`config.mk`:
```
export PLATFORM = sky130hd
export DESIGN_NAME = azt_arc_zone_trip
export DESIGN_NICKNAME = d
export VERILOG_FILES = /design/src/azt_pkg.sv /design/src/azt_arc_zone_trip.sv
export VERILOG_INCLUDE_DIRS = /design/src
export SDC_FILE = /design/constraint.sdc
export NUM_CORES = 2
export LEC_CHECK = 0
export ABC_AREA = 0
export BUFFER_PORTS_ARGS = -buffer_cell sky130_fd_sc_hd__buf_4
export CAP_MARGIN = 5
export CORE_ASPECT_RATIO = 1.75
export CORE_MARGIN = 4
export CORE_UTILIZATION = 55
export CTS_BUF_LIST = sky130_fd_sc_hd__clkbuf_4 sky130_fd_sc_hd__clkbuf_8
export CTS_CLUSTER_DIAMETER = 40
export DETAILED_ROUTE_END_ITERATION = 8
export PLACE_DENSITY = 0.72
export SLEW_MARGIN = 20
export SYNTH_ARGS = -nofsm -noshare
export SYNTH_HDL_FRONTEND = slang
export SYNTH_SLANG_ARGS = --single-unit
```
`constraint.sdc`:
```
create_clock -name clk -period 17 [get_ports clk]
set_input_delay 3.4 -clock clk [delete_from_list [all_inputs] [get_ports clk]]
set_output_delay 3.4 -clock clk [all_outputs]
set_load 0.01 [all_outputs]
```
`src/azt_defs.svh`:
```
// Constants of the arc zone trip, blocking and operation logger block.
// What this block does
// - Trip only while blocking is inactive
// - Sample blocking once per program cycle start
// - Unblocked zone pick-up asserts zone trip
// - Blocked pick-up flags blocked, no trip
// - Blocking raises notice and logs event
// - Test mode lets software drive blocking
// - Status changes generate events, zone changes records
// - Per-message ON, OFF or both selection
// - Events carry time stamp and data
// - Condition code: even trip, odd blocked
// - Sensor status code 0 to 17
// - Separate ON and OFF events per source
// - Keep twelve most recent operation records
// - Record holds time, event, currents, sensors
// - Four zones with own channel selection
// - Digital input light or current mode
`ifndef AZT_DEFS_SVH
`define AZT_DEFS_SVH
`define AZT_CLK_NS 5
`define AZT_CYCLE_US 1000
`define AZT_CYCLE_CLKS (`AZT_CYCLE_US * 1000 / `AZT_CLK_NS)
`define AZT_BLOCK_LEAD_MS 5
`define AZT_NUM_REC 12
`define AZT_NUM_SRC 26
`define AZT_A_CTRL 8'h00
`define AZT_A_ZONE_EN 8'h04
`define AZT_A_ZONE_CFG0 8'h08
`define AZT_A_ON_SEL 8'h18
`define AZT_A_OFF_SEL 8'h1c
`define AZT_A_STATUS 8'h20
`define AZT_A_IRQ_STAT 8'h24
`define AZT_A_IRQ_EN 8'h28
`define AZT_A_IRQ_CLR 8'h2c
`define AZT_A_REC_SEL 8'h30
`define AZT_A_REC_TLO 8'h34
`define AZT_A_REC_THI 8'h38
`define AZT_A_REC_INFO 8'h3c
`define AZT_A_REC_AB 8'h40
`define AZT_A_REC_CR 8'h44
`define AZT_CFG_PH 0
`define AZT_CFG_RES 1
`define AZT_CFG_LIGHT 2
`define AZT_CFG_PRES 6
`define AZT_CFG_DI 10
`define AZT_DI_LIGHT 2'h1
`define AZT_DI_CURR 2'h2
`define AZT_SRC_SENSOR 8
`define AZT_IRQ_TRIP 0
`define AZT_IRQ_BLOCK 1
`define AZT_IRQ_REC 2
`endif

```
`src/azt_pkg.sv`:
```
// Types and shared helpers of the arc zone trip block.
package azt_pkg;
	typedef logic [4:0] azt_idx_type;
	typedef logic [11:0] azt_zcfg_type;
	// Index of the lowest set bit of a 32-bit vector, zero when none.
	function automatic azt_idx_type azt_first(input logic [31:0] v);
		azt_idx_type r;
		r = 5'h00;
		for (int i = 31; i >= 0; i--) begin
			if (v[i]) begin
				r = 5'(i);
			end
		end
		return r;
	endfunction
endpackage

```
`src/azt_arc_zone_trip.sv`:
```
// Arc zone trip and blocking decision, event generator and operation log.
//
// Local design decisions: the placing of the registers and the APB register port.
`timescale 1ns/1ps
`include "azt_defs.svh"
module azt_arc_zone_trip import azt_pkg::*; #(
	parameter int CYCLE_CLKS = `AZT_CYCLE_CLKS
) (
	input wire logic clk,
	input wire logic rstn,
	input wire logic psel,
	input wire logic penable,
	input wire logic pwrite,
	input wire logic [7:0] paddr,
	input wire logic [31:0] pwdata,
	output logic [31:0] prdata,
	output logic pready,
	output logic pslverr,
	input wire logic blockIn,
	input wire logic phaseBlocked,
	input wire logic phaseStart,
	input wire logic resBlocked,
	input wire logic resStart,
	input wire logic [3:0] chanLight,
	input wire logic [3:0] chanPressure,
	input wire logic optionDigitalInput,
	input wire logic [3:0] sensorFault,
	input wire logic ioUnitFault,
	input wire logic [63:0] timeNow,
	input wire logic [15:0] currentA,
	input wire logic [15:0] currentB,
	input wire logic [15:0] currentC,
	input wire logic [15:0] currentRes,
	input wire logic [2:0] settingGroup,
	output logic [3:0] zoneTrip,
	output logic [3:0] zoneBlocked,
	output logic displayNotify,
	output logic evtValid,
	output logic [5:0] evtCode,
	output logic [63:0] evtTime,
	output logic [63:0] evtCurrents,
	output logic irq
);
	// Program cycle divider, one-cycle tick at each cycle start.
	logic [31:0] divCnt_reg;
	wire tick = (divCnt_reg == 32'(CYCLE_CLKS - 1));
	always_ff @(posedge clk) begin
		if (!rstn || tick) begin
			divCnt_reg <= 32'h0;
		end else begin
			divCnt_reg <= divCnt_reg + 32'h1;
		end
	end

	// Software registers.
	logic [1:0] ctrl_reg; // Bit 0 forcing enable, bit 1 forced block.
	logic [3:0] zoneEn_reg; // One enable per zone.
	azt_zcfg_type zoneCfg_reg [4]; // Channel selection per zone.
	logic [25:0] onSel_reg; // Store ON edge of each source.
	logic [25:0] offSel_reg; // Store OFF edge of each source.
	logic [2:0] irqStat_reg; // Sticky interrupt causes.
	logic [2:0] irqEn_reg; // Interrupt enables.
	logic [3:0] recSel_reg; // Record to read, 0 is newest.

	// Test mode replaces the blocking matrix input with a switch.
	wire blockSrc = ctrl_reg[0] ? ctrl_reg[1] : blockIn;

	// The blocking level is caught once per cycle; the source must be
	// stable before the operating delay ends, which is its own duty.
	logic blockSampled_reg;
	always_ff @(posedge clk) begin
		if (!rstn) begin
			blockSampled_reg <= 1'b0;
		end else if (tick) begin
			blockSampled_reg <= blockSrc;
		end
	end

	// Zone pick-up from the selected channels of each zone.
	logic [3:0] pickup;
	always_comb begin
		for (int z = 0; z < 4; z++) begin
			logic [1:0] di;
			logic lit;
			logic prs;
			di = zoneCfg_reg[z][`AZT_CFG_DI +: 2];
			lit = |(zoneCfg_reg[z][`AZT_CFG_LIGHT +: 4] & chanLight);
			prs = |(zoneCfg_reg[z][`AZT_CFG_PRES +: 4] & chanPressure);
			pickup[z] = zoneEn_reg[z] & (
				(zoneCfg_reg[z][`AZT_CFG_PH] & phaseStart) |
				(zoneCfg_reg[z][`AZT_CFG_RES] & resStart) | lit | prs |
				((di == `AZT_DI_LIGHT) & optionDigitalInput) |
				((di == `AZT_DI_CURR) & optionDigitalInput &
				(|chanLight | |chanPressure)));
		end
	end

	// Decision at the cycle start uses the live blocking source, not the sampled copy.
	wire [3:0] tripNext = pickup & {4{~blockSrc}};
	wire [3:0] blockNext = pickup & {4{blockSrc}};
	always_ff @(posedge clk) begin
		if (!rstn) begin
			zoneTrip <= 4'h0;
			zoneBlocked <= 4'h0;
		end else if (tick) begin
			zoneTrip <= tripNext;
			zoneBlocked <= blockNext;
		end
	end

	// Event sources: trips at even and blocks at odd positions, then
	// the eighteen sensor sources in sensor status code order.
	wire [25:0] src = {ioUnitFault, sensorFault, optionDigitalInput,
		chanPressure[3], chanLight[3], chanPressure[2], chanLight[2],
		chanPressure[1], chanLight[1], chanPressure[0], chanLight[0],
		resStart, resBlocked, phaseStart, phaseBlocked,
		zoneBlocked[3], zoneTrip[3], zoneBlocked[2], zoneTrip[2],
		zoneBlocked[1], zoneTrip[1], zoneBlocked[0], zoneTrip[0]};
	logic [25:0] srcPrev_reg;
	logic sampleNow_reg; // Edge search runs one cycle after the tick.
	always_ff @(posedge clk) begin
		if (!rstn) begin
			sampleNow_reg <= 1'b0;
		end else begin
			sampleNow_reg <= tick;
		end
	end
	wire [25:0] rise = sampleNow_reg ? (src & ~srcPrev_reg) : 26'h0;
	wire [25:0] fall = sampleNow_reg ? (~src & srcPrev_reg) : 26'h0;

	// Pending edges; a new edge wins over the emission that clears it.
	logic [25:0] pendOn_reg;
	logic [25:0] pendOff_reg;
	wire anyOn = |pendOn_reg;
	wire anyPend = anyOn | (|pendOff_reg);
	wire azt_idx_type selIdx = anyOn ? azt_first({6'h0, pendOn_reg}) :
		azt_first({6'h0, pendOff_reg});
	wire [25:0] selBit = 26'h1 << selIdx;
	wire [25:0] clrOn = (anyPend && anyOn) ? selBit : 26'h0;
	wire [25:0] clrOff = (anyPend && !anyOn) ? selBit : 26'h0;
	wire [25:0] pendOn_next = (pendOn_reg & ~clrOn) |
		(rise & onSel_reg);
	wire [25:0] pendOff_next = (pendOff_reg & ~clrOff) |
		(fall & offSel_reg);
	always_ff @(posedge clk) begin
		if (!rstn) begin
			srcPrev_reg <= 26'h0;
			pendOn_reg <= 26'h0;
			pendOff_reg <= 26'h0;
		end else begin
			if (sampleNow_reg) begin
				srcPrev_reg <= src;
			end
			pendOn_reg <= pendOn_next;
			pendOff_reg <= pendOff_next;
		end
	end

	// Process data caught with the edges, sent with every event.
	logic [63:0] snapTime_reg;
	logic [63:0] snapCur_reg;
	logic [7:0] snapSens_reg;
	always_ff @(posedge clk) begin
		if (!rstn) begin
			snapTime_reg <= 64'h0;
			snapCur_reg <= 64'h0;
			snapSens_reg <= 8'h0;
		end else if (sampleNow_reg) begin
			snapTime_reg <= timeNow;
			snapCur_reg <= {currentRes, currentC, currentB, currentA};
			snapSens_reg <= {chanPressure, chanLight};
		end
	end

	// One event leaves per clock, ON edges before OFF edges.
	always_ff @(posedge clk) begin
		if (!rstn) begin
			evtValid <= 1'b0;
			evtCode <= 6'h00;
			evtTime <= 64'h0;
			evtCurrents <= 64'h0;
		end else begin
			evtValid <= anyPend;
			if (anyPend) begin
				evtCode <= {selIdx, ~anyOn};
				evtTime <= snapTime_reg;
				evtCurrents <= snapCur_reg;
			end
		end
	end

	// Front panel notice pulses when a new block appears.
	wire newBlock = |(rise[7:0] & 8'haa);
	always_ff @(posedge clk) begin
		if (!rstn) begin
			displayNotify <= 1'b0;
		end else begin
			displayNotify <= newBlock;
		end
	end

	// Operation log: the lowest zone trip or block change of each edge search, ON or OFF,
	// is stored; it also keeps block events that event selection hides.
	wire [7:0] zoneChg = rise[7:0] | fall[7:0];
	wire logRec = |zoneChg;
	wire azt_idx_type logIdx = azt_first({24'h0, zoneChg});
	wire logOff = fall[logIdx[2:0]];
	logic [63:0] recTime [`AZT_NUM_REC];
	logic [63:0] recCur [`AZT_NUM_REC];
	logic [17:0] recInfo [`AZT_NUM_REC];
	logic [3:0] wrPtr_reg;
	logic [3:0] recCount_reg;
	wire [3:0] wrPtr_next = (wrPtr_reg == 4'(`AZT_NUM_REC - 1)) ?
		4'h0 : wrPtr_reg + 4'h1;
	always_ff @(posedge clk) begin
		if (logRec) begin
			recTime[wrPtr_reg] <= timeNow;
			recCur[wrPtr_reg] <= {currentRes, currentC, currentB,
				currentA};
			recInfo[wrPtr_reg] <= {1'b0, logIdx, logOff,
				{chanPressure, chanLight}, settingGroup};
		end
	end
	always_ff @(posedge clk) begin
		if (!rstn) begin
			wrPtr_reg <= 4'h0;
			recCount_reg <= 4'h0;
		end else if (logRec) begin
			wrPtr_reg <= wrPtr_next;
			if (recCount_reg != 4'(`AZT_NUM_REC)) begin
				recCount_reg <= recCount_reg + 4'h1;
			end
		end
	end

	// Condition code of the latest zone trip or block ON edge, sensor code now.
	logic [2:0] cond_reg;
	logic condValid_reg;
	always_ff @(posedge clk) begin
		if (!rstn) begin
			cond_reg <= 3'h0;
			condValid_reg <= 1'b0;
		end else if (|rise[7:0]) begin
			cond_reg <= 3'(azt_first({24'h0, rise[7:0]}));
			condValid_reg <= 1'b1;
		end
	end
	wire [4:0] sensCode = azt_first({14'h0,
		src[25:`AZT_SRC_SENSOR]});
	wire sensAny = |src[25:`AZT_SRC_SENSOR];

	// Newest-first record index, wrapping around the ring.
	wire [4:0] rdBase = {1'b0, wrPtr_reg} + 5'(`AZT_NUM_REC) - 5'h1 -
		{1'b0, recSel_reg};
	wire [4:0] rdIdx = (rdBase >= 5'(`AZT_NUM_REC)) ?
		rdBase - 5'(`AZT_NUM_REC) : rdBase;

	// Interrupt causes; a new cause wins over a clear in one cycle.
	wire [2:0] irqSet = {logRec, newBlock, |(rise[7:0] & 8'h55)};
	wire setupPh = psel & ~penable;
	wire wrEn = psel & penable & pready & pwrite;
	wire [2:0] irqClr = (wrEn && paddr == `AZT_A_IRQ_CLR) ?
		pwdata[2:0] : 3'h0;
	always_ff @(posedge clk) begin
		if (!rstn) begin
			irqStat_reg <= 3'h0;
			irq <= 1'b0;
		end else begin
			irqStat_reg <= (irqStat_reg & ~irqClr) | irqSet;
			irq <= |(((irqStat_reg & ~irqClr) | irqSet) & irqEn_reg);
		end
	end

	// APB: reads latch in setup, writes land only at the ready edge.
	wire [3:0] cfgSel = 4'(paddr[7:2] - 6'h02);
	wire isCfg = paddr >= `AZT_A_ZONE_CFG0 && paddr < `AZT_A_ON_SEL;
	always_ff @(posedge clk) begin
		if (!rstn) begin
			ctrl_reg <= 2'h0;
			zoneEn_reg <= 4'h0;
			onSel_reg <= 26'h0;
			offSel_reg <= 26'h0;
			irqEn_reg <= 3'h0;
			recSel_reg <= 4'h0;
			for (int z = 0; z < 4; z++) begin
				zoneCfg_reg[z] <= 12'h000;
			end
		end else if (wrEn) begin
			if (paddr == `AZT_A_CTRL) ctrl_reg <= pwdata[1:0];
			if (paddr == `AZT_A_ZONE_EN) zoneEn_reg <= pwdata[3:0];
			if (isCfg) zoneCfg_reg[cfgSel[1:0]] <= pwdata[11:0];
			if (paddr == `AZT_A_ON_SEL) onSel_reg <= pwdata[25:0];
			if (paddr == `AZT_A_OFF_SEL) offSel_reg <= pwdata[25:0];
			if (paddr == `AZT_A_IRQ_EN) irqEn_reg <= pwdata[2:0];
			if (paddr == `AZT_A_REC_SEL) recSel_reg <= pwdata[3:0];
		end
	end

	// Read data selection; unmapped addresses answer with an error.
	logic [31:0] rdData;
	logic rdOk;
	always_comb begin
		rdOk = 1'b1;
		rdData = 32'h0;
		unique case (paddr)
		`AZT_A_CTRL: rdData = {30'h0, ctrl_reg};
		`AZT_A_ZONE_EN: rdData = {28'h0, zoneEn_reg};
		`AZT_A_ON_SEL: rdData = {6'h0, onSel_reg};
		`AZT_A_OFF_SEL: rdData = {6'h0, offSel_reg};
		`AZT_A_STATUS: rdData = {16'h0, recCount_reg, 1'b0,
			blockSampled_reg, sensAny, sensCode, condValid_reg,
			cond_reg};
		`AZT_A_IRQ_STAT: rdData = {29'h0, irqStat_reg};
		`AZT_A_IRQ_EN: rdData = {29'h0, irqEn_reg};
		`AZT_A_IRQ_CLR: rdData = 32'h0;
		`AZT_A_REC_SEL: rdData = {28'h0, recSel_reg};
		`AZT_A_REC_TLO: rdData = recTime[rdIdx[3:0]][31:0];
		`AZT_A_REC_THI: rdData = recTime[rdIdx[3:0]][63:32];
		`AZT_A_REC_INFO: rdData = {14'h0, recInfo[rdIdx[3:0]]};
		`AZT_A_REC_AB: rdData = recCur[rdIdx[3:0]][31:0];
		`AZT_A_REC_CR: rdData = recCur[rdIdx[3:0]][63:32];
		default: begin
			if (isCfg) begin
				rdData = {20'h0, zoneCfg_reg[cfgSel[1:0]]};
			end else begin
				rdOk = 1'b0;
			end
		end
		endcase
	end

	// Answer flops: pready rises in the first access cycle.
	always_ff @(posedge clk) begin
		if (!rstn) begin
			pready <= 1'b0;
			pslverr <= 1'b0;
			prdata <= 32'h0;
		end else begin
			pready <= setupPh;
			pslverr <= setupPh & ~rdOk;
			if (setupPh && !pwrite) begin
				prdata <= rdData;
			end
		end
	end
endmodule // azt_arc_zone_trip

```
==> metrics.md <==
| Metric | Value |
|---|---|
| Sequential Power Share | 0.565 |
| Crit end category | register |
| TritonCTS buffer count | 319 |
| Synth top area share | 0.6067 |
| Starting Density | 0.5529 |
| Crit-path cells | buf_4, nor4b_1, and2_4, buf_4, buf_4, a22o_1, a221oi_1, mux2i_1, a2111oi_0, nor2_1 |
| Clock Skew | 0.05193 ns |
| CTS sink count | 2263 |
| Sw Ratio | 0.2067 |
| Hold Startpoint | snapTime_reg[24] |
| DRT antenna net count | 0 |
| Worst Max-Slew Pin Slew | 1.153 ns |
| Most used DFF post-synth | edfxtp_1 |
| Tot GR Track Use | 0.2881 |
| Critical path startpoint category | primary input |
| Root Driver | clkbuf_8 |
| Syn-to-layout area delta | 13.37% |
| Setup bufs post-CTS | 0 |
| Ports | 374 |
| Vias/cell | 6.382 |
| CTS max path bufs | 4 |
| Setup TNS | 0 ns |
| Hold Slack | 0.4271 ns |
| Top Registers | recCur x768, recTime x768, recInfo x180 |
| Number of synthesized flops with an enable pin | 1764 |
| Worst Reg2Reg Path Length in Cells | 11 |
| Routed length on met3 | 21.29 mm |
| Placed inst area | 92260 µm² |
| Port bufs | 367 |
| CTS clock-pin slew for the worst setup and hold paths | 0.07 ns |
| Place WS | 9.604 ns |
| Comb power frac | 0.018 |
| Cell repeated most along the worst path | buf_4 |
| Design Power | 10.55 mW |
| Cells after Synth | 5237 |
| Pint | 8.371 mW |
| Drt first-iter violations | 5442 |
| RR Endpoint | prdata[11] |
| Final hold violations | 0 |
| Register area share after synthesis | 0.7211 |
| Max-cap violations | 0 |
| Final Non-Filler Cells | 8020 |
| Setup violators final | 0 |
| Finished Cell Area | 98980 µm² |
| Yosys reg bits | 2263 |
| Fraction of layout cells with a size suffix above 1 | 0.2543 |
| M1 WL | 86.05 mm |
| Slowest stage cell, crit path | and2_4 |
| Post-synth net total | 5448 |
| Min-Delay Endpoint | evtTime[24] |
| Die area | 165400 µm² |
| WP data required | 17.83 ns |
| Clock Power Share | 0.417 |
| P_leak | 33.03 nW |
| Ranking of synthesized cells by area | edfxtp_1 (61%), dfxtp_1 (11%), mux4_2 (11%), nand2_1 (2.2%), mux2i_1 (2.1%) |
| Max Clk Rate | 150.4 MHz |
| Core Box Area | 157900 µm² |
| Yosys warns | 0 |
| Grt ovf | 0 |
| Slew Limit Fails | 0 |
| Vias in the first global route | 51754 |
| CTS tree | built |
| CP arrival | 7.48 ns |
| Placer Congestion | 0.9444 |
| Via count | 51185 |
| First-pass GRT wire length | 347.1 mm |
| Largest net degree at the start of global routing | 164 |
| Final nets | 5917 |
| FF-to-FF Start | recSel_reg[0] |
| Initial antenna violation count | 21 |
| Avg Cell Area, Syn | 16.67 µm² |
| Tmin final | 6.650 ns |
| Peak VDD IR | 0.08173 mV |
| Row count | 193 |
| Worst Hold Depth | 2 |
| First drt pass iteration count | 6 |
| Resize count post-CTS | 0 |
| Distinct cells, synth | 84 |
| Skew-Pair Late Insertion Delay | 0.94 ns |
| Die height | 535.1 µm |
| Final WL | 239.6 mm |
| Final Cycle Share | 0.3912 |
| Synth Cell Area | 87310 µm² |
| CTS Hold Bufs | 0 |
| Critical path peak fanout | 43 |
| PwrDens | 106.6 nW/µm² |
| R2R setup slack | 11.29 ns |
| Die Wd | 309.2 µm |
| Max Used Layer | met5 |
| Detailed Place HPWL | 146.2 mm |
| RSZ-0062 raised after global routing | false |
| Critical path type | primary input to register |
| Slowest cell delay on critical path | 0.88 ns |
| DR WL/cell | 29.87 µm |
| PnR worst setup slack | 10.35 ns |
| H-tree depth | 5 |
| Synth async-reset ratio | 0 |
| Relative slew slack | 0.2249 |
| Drc violations | 0 |
| Status | completed |
| Met2 wire length | 119.8 mm |
| Final Util | 0.6268 |
| Hold Path Class | register to register |
| Net Switching | 2.181 mW |
| Area leader, netlist | edfxtp_1 |
| Dpl cells | 7431 |
[cell families after synthesis]
family | synth area share
buffers and inverters | 0.01798
xor gates and xnor gates | 0.004113
AOI/OAI and AO/OA | 0.05914
DFF | 0.7211
and+or+nand+nor | 0.05920
adders and majority gates | 0.002379
muxes | 0.1361
[power groups by stage]
stage          Combinational [mW]  Sequential, mW  Clock [mW]
5_1_grt                     0.203            5.95        4.73
3_3_place_gp                0.183            6.08           0
3_5_place_dp                0.190            6.08           0
4_1_cts                     0.190            5.96        4.47
2_1_floorplan              0.0459            6.08           0
6_report                    0.193            5.96        4.40
[how the worst max path moves through the flow]
stage | start | end
floorplan | zoneBlocked[2] | recCur[0][0]
global placement | paddr[5] | prdata[9]
detailed placement | paddr[5] | prdata[9]
CTS | paddr[5] | prdata[9]
global route | paddr[5] | prdata[9]
finish | paddr[5] | prdata[9]
[cell type report]
| type | count | area, µm² |
|---|---|---|
| well taps | 2047 | 2561 |
| flip-flops and latches | 2263 | 62960 |
| repair buffers | 467 | 3588 |
| inverters | 54 | 210.2 |
| clock inverters | 93 | 769.5 |
| diodes | 12 | 30.03 |
| fillers | 11278 | 58940 |
| multi-input cells | 2601 | 22970 |
| clock buffers | 483 | 5891 |
[Yosys cell counts (15+ instances only)]
cell,n
ha_1,15
nand2_1,503
and2_1,21
mux2i_1,187
nor4_1,26
edfxtp_1,1764
a21oi_1,291
inv_1,53
nand3_1,72
and3_1,18
nor2b_1,17
nand4b_1,32
a221oi_1,50
o31ai_1,33
buf_2,79
buf_1,28
xnor2_1,15
nand2b_1,16
xor2_1,26
nor2_1,330
a31oi_1,20
a22oi_1,138
clkbuf_1,194
o21ai_0,54
buf_4,17
a22o_1,71
dfxtp_1,499
mux4_2,441
nor3_1,15
nand4_1,20
[routing by layer]
metal  vias to the layer above  GRT usage
met1                     26343     0.3634
met4                        12     0.1389
met2                      2653     0.4798
li1                      21598          -
met5                         -          0
met3                       579    0.06003
[cell usage in the layout (no fill, tap or decap), drive strengths merged, types with 11 or more instances in the layout]
cell,count
a31oi,20
buf,467
nor4,30
mux2i,187
ha,15
xnor2,15
edfxtp,1764
inv,67
nor2,331
nor2b,17
o21ai,65
nand2,504
nand3,73
clkinv,63
o31ai,33
a21oi,291
nand2b,16
a221oi,50
a222oi,12
nand4,20
a22o,71
a211o,12
nand4b,32
nor3,16
a22oi,138
mux4,441
xor2,26
dfxtp,499
nor3b,11
and2,21
diode,12
and3,18
clkbuf,483
[worst max-delay path: cells and delay by family]
kind | cells | cell delay, ns
simple gates | 3 | 1.90
buf+inv | 3 | 1.31
compound gates | 3 | 0.43
mux | 1 | 0.34
No activity file was read; power rests on OpenSTA's default activity.
